[src/design/ssp_pkg.sv]
// constants and types shared by the synchronous serial port
package ssp_pkg;
    // ==========================================================
    // apb register indexes, byte address is four times the index
    localparam int PADDR_W = 18;
    localparam logic [15:0] IDX_CONTROL = 16'hFE30;
    localparam logic [15:0] IDX_SHIFT = 16'hFE31;
    localparam logic [15:0] IDX_BAUD = 16'hFE32;
    localparam logic [15:0] IDX_LENGTH = 16'hFE33;
    localparam logic [15:0] IDX_CONT_CTRL = 16'hFE37;
    localparam logic [15:0] IDX_PORT_CFG = 16'hFE38;
    localparam logic [15:0] IDX_RAM_BASE = 16'h01C0;
    localparam int RAM_DEPTH = 64;
    localparam int RAM_AW = 6;

    // ==========================================================
    // serial_control fields
    localparam int BIT_BANK = 7;
    localparam int BIT_SWAP = 6;
    localparam int BIT_RUN = 5;
    localparam int BIT_CONT = 4;
    localparam int BIT_MSB = 3;
    localparam int BIT_OVR = 2;
    localparam int BIT_END = 1;
    localparam int BIT_IE = 0;
    // continuous_transfer_control fields
    localparam int BIT_SUSPEND = 7;
    localparam int BYTE_COUNT_W = 5;
    // port configuration fields
    localparam int BIT_EXT_CLK = 0;
    localparam int BIT_TWO_WIRE = 1;

    // ==========================================================
    // reset values, counts and the interrupt vector
    localparam logic [7:0] RESET_BYTE = 8'h00;
    localparam logic [8:0] SINGLE_BITS = 9'h008;
    localparam logic [2:0] LAST_BIT_IN_BYTE = 3'h7;
    localparam logic [15:0] IRQ_VECTOR = 16'h0033;

    typedef enum logic [1:0] {ST_IDLE, ST_MOVE, ST_SHIFT, ST_HOLD} ssp_state_e;
endpackage

[src/design/ssp_baud_gen.sv]
// reload divider producing half-period ticks for the internal shift clock
`timescale 1ns/100ps
`default_nettype none
module ssp_baud_gen (
    input wire logic clk_sys,
    input wire logic reset,
    input wire logic en,
    input wire logic [7:0] div,
    output logic tick
);
    // ==========================================================
    // reload counter
    logic [7:0] cnt_r;
    logic [7:0] cnt_nxt;

    // reloads on every expiry, and from the divider while stopped
    assign cnt_nxt = (!en || cnt_r == 8'h00) ? div : cnt_r - 8'h01;
    assign tick = en && (cnt_r == 8'h00);

    always_ff @(posedge clk_sys)
    begin
        if (reset)
            cnt_r <= 8'h00;
        else
            cnt_r <= cnt_nxt;
    end
endmodule
`default_nettype wire

[src/design/ssp_serial_port.sv]
// synchronous serial port with single-byte and continuous ram-backed transfers
//
// Overview of operation
// single 8-bit mode and 1..256-bit continuous mode
// internal clock period (n+1)*2/3 tcyc, n nonzero; the divider gives a period of 2*(n+1) clk_sys cycles, and n of 0 is accepted
// two or three wire, internal or external clock
// continuous mode suspends only at byte boundaries
// continuous mode moves bytes between ram and shifter
// interrupt when enable and end flag set
// bank bit selects upper or lower ram window
// swap bit exchanges, otherwise copies ram to shifter
// software sets run, device clears at last rise
// mode bit selects continuous, cleared at end
// order bit selects msb or lsb first
// overrun on clock fall while not running
// overrun on clock fall during ram move
// end flag set at last rise, software clears
// shifter sends and receives on same clock
// software reads and writes shifter directly
// byte count readable during continuous transfer
// length register sets continuous transfer length
// continuous bits equal length value plus one
// suspend bit halts after byte, clear resumes
// start at bank base, advance every byte
// final partial byte stays in shifter
// drive on falling edge, sample on rising
// divider reloads on expiry, runs only internally
//
// Local design decision: the APB register port.
`timescale 1ns/100ps
`default_nettype none
module ssp_serial_port (
    input wire logic clk_sys,
    input wire logic reset,
    input wire logic psel,
    input wire logic penable,
    input wire logic pwrite,
    input wire logic [ssp_pkg::PADDR_W-1:0] paddr,
    input wire logic [31:0] pwdata,
    output logic [31:0] prdata,
    output logic pready,
    output logic pslverr,
    input wire logic sck_i,
    output logic sck_o,
    output logic sck_oe,
    output logic sdo,
    input wire logic sdi,
    input wire logic sdio_i,
    output logic sdio_o,
    output logic sdio_oe,
    output logic irq
);
    // ==========================================================
    // declarations
    ssp_pkg::ssp_state_e state_r;
    ssp_pkg::ssp_state_e state_nxt;
    logic [7:0] ctrl_r;
    logic [7:0] ctrl_nxt;
    logic [7:0] shift_r;
    logic [7:0] baud_r;
    logic [7:0] length_r;
    logic [2:0] cont_user_r;
    logic [1:0] cfg_r;
    logic [ssp_pkg::BYTE_COUNT_W-1:0] byte_count_r;
    logic [8:0] bits_left_r;
    logic [2:0] bit_in_byte_r;
    logic [7:0] ram_r [0:ssp_pkg::RAM_DEPTH-1];
    logic sck_int_r;
    logic sck_s1_r;
    logic sck_s2_r;
    logic sck_s3_r;
    logic sdi_s1_r;
    logic sdi_s2_r;
    logic sdio_s1_r;
    logic sdio_s2_r;
    logic [31:0] prdata_r;
    logic pready_r;
    logic pslverr_r;
    logic sdo_r;
    logic sdio_oe_r;
    logic irq_r;
    logic baud_tick;

    // ==========================================================
    // helpers
    function automatic logic idx_is(input logic [15:0] idx, input logic [15:0] want);
        idx_is = (idx == want);
    endfunction

    function automatic logic [7:0] shift_in(input logic [7:0] cur, input logic din,
        input logic msb_first);
        shift_in = msb_first ? {cur[6:0], din} : {din, cur[7:1]};
    endfunction

    // ==========================================================
    // apb decode
    wire [15:0] idx = paddr[ssp_pkg::PADDR_W-1:2];
    wire acc = psel && penable && !pready_r;
    wire done = psel && penable && pready_r;
    wire wr_en = done && pwrite;
    wire [7:0] wbyte = pwdata[7:0];
    wire hit_ctrl = idx_is(idx, ssp_pkg::IDX_CONTROL);
    wire hit_shift = idx_is(idx, ssp_pkg::IDX_SHIFT);
    wire hit_baud = idx_is(idx, ssp_pkg::IDX_BAUD);
    wire hit_len = idx_is(idx, ssp_pkg::IDX_LENGTH);
    wire hit_cont = idx_is(idx, ssp_pkg::IDX_CONT_CTRL);
    wire hit_cfg = idx_is(idx, ssp_pkg::IDX_PORT_CFG);
    wire hit_ram = (idx[15:ssp_pkg::RAM_AW] == ssp_pkg::IDX_RAM_BASE[15:ssp_pkg::RAM_AW]);
    wire [ssp_pkg::RAM_AW-1:0] sw_ram_idx = idx[ssp_pkg::RAM_AW-1:0];
    wire hit_any = hit_ctrl | hit_shift | hit_baud | hit_len | hit_cont | hit_cfg | hit_ram;
    wire [7:0] cont_rd = {cont_user_r, byte_count_r};
    wire [7:0] rd_byte = hit_ctrl ? ctrl_r :
                         hit_shift ? shift_r :
                         hit_baud ? baud_r :
                         hit_len ? length_r :
                         hit_cont ? cont_rd :
                         hit_cfg ? {6'h00, cfg_r} :
                         hit_ram ? ram_r[sw_ram_idx] : 8'h00;

    // ==========================================================
    // clock and data pin synchronisers
    wire ext_sel = cfg_r[ssp_pkg::BIT_EXT_CLK];
    wire two_wire = cfg_r[ssp_pkg::BIT_TWO_WIRE];
    wire ext_fall = !sck_s2_r && sck_s3_r;
    wire ext_rise = sck_s2_r && !sck_s3_r;
    wire int_fall = baud_tick && sck_int_r;
    wire int_rise = baud_tick && !sck_int_r;
    wire fall_ev = ext_sel ? ext_fall : int_fall;
    wire rise_ev = ext_sel ? ext_rise : int_rise;
    wire din = two_wire ? sdio_s2_r : sdi_s2_r;

    // ==========================================================
    // sequencing terms
    wire idle = (state_r == ssp_pkg::ST_IDLE);
    wire shifting = (state_r == ssp_pkg::ST_SHIFT);
    wire moving = (state_r == ssp_pkg::ST_MOVE);
    wire cont_mode = ctrl_r[ssp_pkg::BIT_CONT];
    wire msb_first = ctrl_r[ssp_pkg::BIT_MSB];
    wire swap_en = ctrl_r[ssp_pkg::BIT_SWAP];
    wire suspend = cont_user_r[2];
    wire wr_ctrl = wr_en && hit_ctrl;
    wire start = wr_ctrl && idle && wbyte[ssp_pkg::BIT_RUN];
    wire start_cont = start && wbyte[ssp_pkg::BIT_CONT];
    wire last_bit = (bits_left_r == 9'h001);
    wire byte_end = (bit_in_byte_r == ssp_pkg::LAST_BIT_IN_BYTE);
    wire shift_rise = shifting && rise_ev;
    wire last_rise = shift_rise && last_bit;
    wire byte_done = shift_rise && byte_end && !last_bit;
    // only an external clock can arrive unasked; ours is held high when not shifting
    wire ovr_ev = ext_sel && ext_fall && (idle || moving);
    wire [ssp_pkg::RAM_AW-1:0] dev_ram_idx = {ctrl_r[ssp_pkg::BIT_BANK], byte_count_r};
    wire [7:0] ram_rd = ram_r[dev_ram_idx];
    wire tx_bit = msb_first ? shift_r[7] : shift_r[0];
    wire [8:0] cont_bits = {1'b0, length_r} + 9'h001;

    // ==========================================================
    // baud generator
    ssp_baud_gen u_baud (
        .clk_sys(clk_sys),
        .reset(reset),
        .en(shifting && !ext_sel),
        .div(baud_r),
        .tick(baud_tick)
    );

    // ==========================================================
    // control register next value
    always_comb
    begin
        ctrl_nxt = ctrl_r;
        if (wr_ctrl)
        begin
            ctrl_nxt[ssp_pkg::BIT_BANK] = wbyte[ssp_pkg::BIT_BANK];
            ctrl_nxt[ssp_pkg::BIT_SWAP] = wbyte[ssp_pkg::BIT_SWAP];
            ctrl_nxt[ssp_pkg::BIT_MSB] = wbyte[ssp_pkg::BIT_MSB];
            ctrl_nxt[ssp_pkg::BIT_IE] = wbyte[ssp_pkg::BIT_IE];
            // flags can only be cleared by software
            ctrl_nxt[ssp_pkg::BIT_OVR] = ctrl_r[ssp_pkg::BIT_OVR] && wbyte[ssp_pkg::BIT_OVR];
            ctrl_nxt[ssp_pkg::BIT_END] = ctrl_r[ssp_pkg::BIT_END] && wbyte[ssp_pkg::BIT_END];
            if (idle)
            begin
                ctrl_nxt[ssp_pkg::BIT_RUN] = wbyte[ssp_pkg::BIT_RUN];
                ctrl_nxt[ssp_pkg::BIT_CONT] = wbyte[ssp_pkg::BIT_CONT];
            end
        end
        // hardware events override a simultaneous software clear
        if (last_rise)
        begin
            ctrl_nxt[ssp_pkg::BIT_RUN] = 1'b0;
            ctrl_nxt[ssp_pkg::BIT_CONT] = 1'b0;
            ctrl_nxt[ssp_pkg::BIT_END] = 1'b1;
        end
        if (ovr_ev)
            ctrl_nxt[ssp_pkg::BIT_OVR] = 1'b1;
    end

    // ==========================================================
    // state machine
    always_comb
    begin
        state_nxt = state_r;
        case (state_r)
            ssp_pkg::ST_IDLE:
                if (start)
                    state_nxt = start_cont ? ssp_pkg::ST_MOVE : ssp_pkg::ST_SHIFT;
            ssp_pkg::ST_MOVE:
                state_nxt = ssp_pkg::ST_SHIFT;
            ssp_pkg::ST_SHIFT:
                if (last_rise)
                    state_nxt = ssp_pkg::ST_IDLE;
                else if (byte_done && cont_mode)
                    state_nxt = suspend ? ssp_pkg::ST_HOLD : ssp_pkg::ST_MOVE;
            ssp_pkg::ST_HOLD:
                if (!suspend)
                    state_nxt = ssp_pkg::ST_MOVE;
            default:
                state_nxt = ssp_pkg::ST_IDLE;
        endcase
    end

    always_ff @(posedge clk_sys)
    begin
        if (reset)
            state_r <= ssp_pkg::ST_IDLE;
        else
            state_r <= state_nxt;
    end

    always_ff @(posedge clk_sys)
    begin
        if (reset)
            ctrl_r <= ssp_pkg::RESET_BYTE;
        else
            ctrl_r <= ctrl_nxt;
    end

    // ==========================================================
    // software registers
    always_ff @(posedge clk_sys)
    begin
        if (reset)
        begin
            baud_r <= ssp_pkg::RESET_BYTE;
            length_r <= ssp_pkg::RESET_BYTE;
            cont_user_r <= 3'h0;
            cfg_r <= 2'h0;
        end
        else if (wr_en)
        begin
            if (hit_baud)
                baud_r <= wbyte;
            if (hit_len)
                length_r <= wbyte;
            if (hit_cont)
                cont_user_r <= wbyte[7:5];
            if (hit_cfg && idle)
                cfg_r <= wbyte[1:0];
        end
    end

    // ==========================================================
    // bit and byte counters
    always_ff @(posedge clk_sys)
    begin
        if (reset)
        begin
            bits_left_r <= 9'h000;
            bit_in_byte_r <= 3'h0;
            byte_count_r <= '0;
        end
        else if (start)
        begin
            bits_left_r <= start_cont ? cont_bits : ssp_pkg::SINGLE_BITS;
            bit_in_byte_r <= 3'h0;
            byte_count_r <= '0;
        end
        else if (shift_rise)
        begin
            bits_left_r <= bits_left_r - 9'h001;
            bit_in_byte_r <= bit_in_byte_r + 3'h1;
            if (byte_done && cont_mode)
                byte_count_r <= byte_count_r + 5'h01;
        end
    end

    // ==========================================================
    // shift register and data ram
    always_ff @(posedge clk_sys)
    begin
        if (reset)
            shift_r <= ssp_pkg::RESET_BYTE;
        else if (moving)
            shift_r <= ram_rd;
        else if (shift_rise)
            shift_r <= shift_in(shift_r, din, msb_first);
        else if (wr_en && hit_shift && idle)
            shift_r <= wbyte;
    end

    // the final bits never reach a move, so they stay in the shifter
    always_ff @(posedge clk_sys)
    begin
        if (moving && swap_en)
            ram_r[dev_ram_idx] <= shift_r;
        else if (wr_en && hit_ram && !moving)
            ram_r[sw_ram_idx] <= wbyte;
    end

    // ==========================================================
    // serial pins
    always_ff @(posedge clk_sys)
    begin
        if (reset)
        begin
            sck_int_r <= 1'b1;
            sdo_r <= 1'b1;
            sdio_oe_r <= 1'b0;
        end
        else
        begin
            if (shifting && !ext_sel && baud_tick)
                sck_int_r <= !sck_int_r;
            else if (!shifting)
                sck_int_r <= 1'b1;
            if (shifting && fall_ev)
            begin
                sdo_r <= tx_bit;
                sdio_oe_r <= two_wire && !tx_bit;
            end
            else if (idle)
            begin
                sdo_r <= 1'b1;
                sdio_oe_r <= 1'b0;
            end
        end
    end

    always_ff @(posedge clk_sys)
    begin
        if (reset)
        begin
            sck_s1_r <= 1'b1;
            sck_s2_r <= 1'b1;
            sck_s3_r <= 1'b1;
            sdi_s1_r <= 1'b0;
            sdi_s2_r <= 1'b0;
            sdio_s1_r <= 1'b0;
            sdio_s2_r <= 1'b0;
        end
        else
        begin
            sck_s1_r <= sck_i;
            sck_s2_r <= sck_s1_r;
            sck_s3_r <= sck_s2_r;
            sdi_s1_r <= sdi;
            sdi_s2_r <= sdi_s1_r;
            sdio_s1_r <= sdio_i;
            sdio_s2_r <= sdio_s1_r;
        end
    end

    // ==========================================================
    // bus answer and interrupt
    always_ff @(posedge clk_sys)
    begin
        if (reset)
        begin
            pready_r <= 1'b0;
            pslverr_r <= 1'b0;
            prdata_r <= 32'h0000_0000;
            irq_r <= 1'b0;
        end
        else
        begin
            pready_r <= acc;
            pslverr_r <= acc && !hit_any;
            if (acc && !pwrite)
                prdata_r <= {24'h000000, rd_byte};
            irq_r <= ctrl_r[ssp_pkg::BIT_IE] && ctrl_r[ssp_pkg::BIT_END];
        end
    end

    assign prdata = prdata_r;
    assign pready = pready_r;
    assign pslverr = pslverr_r;
    assign sck_o = sck_int_r;
    assign sck_oe = !ext_sel;
    assign sdo = sdo_r;
    assign sdio_o = 1'b0 & sdo_r;
    assign sdio_oe = sdio_oe_r;
    assign irq = irq_r;
endmodule
`default_nettype wire

[config.mk]
export PLATFORM = sky130hd
export DESIGN_NAME = ssp_serial_port
export DESIGN_NICKNAME = d
export VERILOG_FILES = /design/src/design/ssp_pkg.sv /design/src/design/ssp_baud_gen.sv /design/src/design/ssp_serial_port.sv
export SDC_FILE = /design/constraint.sdc
export NUM_CORES = 1
export LEC_CHECK = 0
export CORE_MARGIN = 2
export CORE_UTILIZATION = 50
export DETAILED_ROUTE_END_ITERATION = 6
export DONT_BUFFER_PORTS = 1
export PLACE_DENSITY = 0.66
export SLEW_MARGIN = 20
export SYNTH_ARGS = -nofsm -noshare
export SYNTH_HDL_FRONTEND = slang
export SYNTH_SLANG_ARGS = --single-unit
export TNS_END_PERCENT = 5
[constraint.sdc]
create_clock -name clk_sys -period 5.5 [get_ports clk_sys]
set_clock_uncertainty 0.2 [all_clocks]
set_input_delay 0.275 -clock clk_sys [delete_from_list [all_inputs] [get_ports clk_sys]]
set_output_delay 0.275 -clock clk_sys [all_outputs]
set_load 0.005 [all_outputs]
==> results.cfg <==
[route]
ant_nets = 0
wl_mm = 87.0
drc = 0
wl_per_cell_um = 31.9
drt_iter0_markers = 2763
firstDrtPassIters = 5
vias = 18789
vias_per_cell = 6.89

[global_route]
grt_pass1_vias = 18347
grt_pass1_wl_mm = 126
grt_overflow = 0
antenna_found_initial = 2
grt_use_total_pct = 29.3
grt_max_degree = 180

[yosys]
ys_warn_count = 0
synth-seq-cells = 597
yosysUniqueCellTypes = 80
synth_edf_count = 512
synth_area_sq_um = 28900
netlist_instances = 1920
synth_top_area_share_pct = 53.2
ys.flop_type = edfxtp_1
synth_area_leader_cell = edfxtp_1
synth_area_leaders = edfxtp_1 (53%), mux4_2 (18%), dfxtp_1 (5.9%)
avgSynthCellArea_sq_um = 15.1
async_flop_share_pct = 0
synth_seq_area_share_pct = 59.0

[job]
max_cap_viol_count = 0

[critical_path]
rr_startpoint = state_r[0]
r2r_slack_ns = 1.60
crit_buf_inv = 3
slowest_stage = nor2_1
critPathMostFrequentCell = dlygate4sd3_1
path_delay_family = simple AND/OR/NAND/NOR gates
r2r_end = ram_r[8][3]
worst_r2r_path_depth = 5
crit_arrival_ns = 4.72
crit_chain = dlygate4sd3_1 > or4_4 > dlygate4sd3_1 > or3_4 > nor3_4 > buf_4 > and3_1 > a21oi_1 > nor2_1
required_ns = 5.56
path_max_fanout = 19
critPathKind = in2reg
endpoint_kind = flip-flop
cp_slowest_stage_delay_ns = 0.83
start_kind = primary input

[worst_hold_path]
hp-start = reset
hold_end = bit_in_byte_r[1]
hold_class = in2reg
hold_depth = 2

[outcome]
outcome = completed

[sta]
period_needed_ns = 4.66
finalSetupViolCount = 0
slew_headroom_pct = 32.7
rsz0062_at_grt = no
slew_viol_final = 0
clock.fmax_ghz = 0.215
setup_ws_ns = 0.839
period_share_pct = 84.8
setup_tns_ns = 0
worst_pin_slew_ns = 1.01
holdWs_ns = 0.0374
timing_hold_violations_final = 0

[pwr]
power.leakage_nw = 10.3
p_total_mw = 9.28
cellPowerDensity_nw_per_um2 = 291
max-vdd-ir-drop_uv = 252

[placement]
port_buffers = 0
place_ws_ns = 1.28
gp_congestion = 0.963
dpl_cell_area_sq_um = 29500
place_inst = 2584
dp_hpwl_mm = 55.9

[clocking]
htreeDepth = 2
numCtsBuffers = 60
cts_max_path_buffers = 3
tritoncts = built
path_clk_slew_ns = 0.06
ctsResizeCount = 0
cts_root_buffer = clkbuf_16
cts_sinks = 597
clock_latency_ns = 0.63

[cells_and_area]
finalInstanceArea_sq_um = 31900
num-fill-cells = 4517
layout.nets = 1978
area_growth_pct = 10.2
drive_gt1_share_pct = 21.6
final_core_util_pct = 55.4
final_cell_count_no_fill = 2727
antenna_cells = 0

[die]
die_w_um = 245
num_rows = 88
start_util_pct = 50.3
dieArea_sq_um = 59800
io_pins = 98
die_h_um = 245
core_area_sq_um = 57500
final cells by class:
class | count | area, sq um | share of cell area (%)
Sequential cell | 597 | 17100 | 53.6
Inverter | 16 | 60.1 | 0.188
Multi-Input combinational cell | 1171 | 11200 | 35.0
Timing Repair Buffer | 66 | 603 | 1.89
Clock buffer | 81 | 1670 | 5.25
Clock inverter | 31 | 338 | 1.06
Tap cell | 765 | 957 | 3.00
cell usage in the layout, fill, tap and decap left out, drive strengths merged, types with 11 or more instances in the layout:
cell	n
a211oi	16
a21oi	87
a22oi	72
buf	36
clkbuf	81
clkinv	23
conb	25
dfxtp	85
dlygate4sd3	30
edfxtp	512
inv	14
mux2	19
mux2i	95
mux4	226
nand2	113
nand2b	13
nand3	19
nand4	17
nor2	155
nor2b	14
nor3	19
nor4	36
o21ai	33
o22ai	28
xnor2	13
xor2	11
metal layers:
layer,GRT usage [%],share of wire (%),vias up
li1,-,-,7730
met1,39.9,38,9674
met2,45.1,46,1149
met3,6.82,11,234
met4,13.2,4.9,2
met5,0.245,0.017,-
state kept, by name, indices dropped and copies added, names as in the netlist, 2 cells and up:
register / flops
state_r: 2
length_r: 8
shift_r: 8
byte_count_r: 5
ctrl_r: 8
bit_in_byte_r: 3
cfg_r: 2
prdata: 8
cont_user_r: 3
u_baud.cnt_r: 8
bits_left_r: 9
ram_r: 512
baud_r: 8
Yosys cell counts, drive strengths merged (6+ instances only):
library cell and n:
a21oi 87, buf 95, and2 9, edfxtp 512
nand2 113, nor2 155, a31oi 10, or2 10
nor2b 14, and3 8, inv 14, o22ai 28
nor4 36, a211oi 16, mux2i 95, nor3 19
xnor2 13, dfxtp 85, o41ai 6, nand4 17
o21ai 33, nand3 19, ha 8, mux2 19
nand2b 13, xor2 11, o211ai 10, a22oi 72
clkbuf 65, or3 9, mux4 226, a211o 6
cells by family after synthesis:
logic type	Yosys count	share of synthesized area [%]
flops	597	59.0
mux	340	21.6
fa+ha+maj	8	0.346
compound gates	319	7.54
xor+xnor	24	0.727
simple gates	455	7.78
buf+inv	176	2.93
other cells	1	0.0130
worst max-delay path by stage:
stage                     cells after the start       start  slack [ns]            to
after global placement                        7   paddr[15]        1.29  ram_r[58][3]
after detailed placement                      7   paddr[15]        1.28  ram_r[58][5]
after floorplan                               6  state_r[0]        0.87   ram_r[0][1]
final                                         9   paddr[16]        0.84  ram_r[58][5]
after global routing                          9   paddr[16]        0.76  ram_r[58][4]
after CTS                                     9   paddr[16]        0.93  ram_r[58][5]
power by group:
part / internal, mW / leakage [nW] / total (mW) / switching (mW)
logic: 0.115 / 3.59 / 0.247 / 0.132
clock network: 2.45 / 0.985 / 4.19 / 1.74
registers: 4.84 / 5.70 / 4.84 / 0.00126
what timing repair did:
action,CTS,global route
buffers inserted,0,0
hold endpoints to repair,77,0
hold buffers,31,0
(Power assumes the default switching activity.)
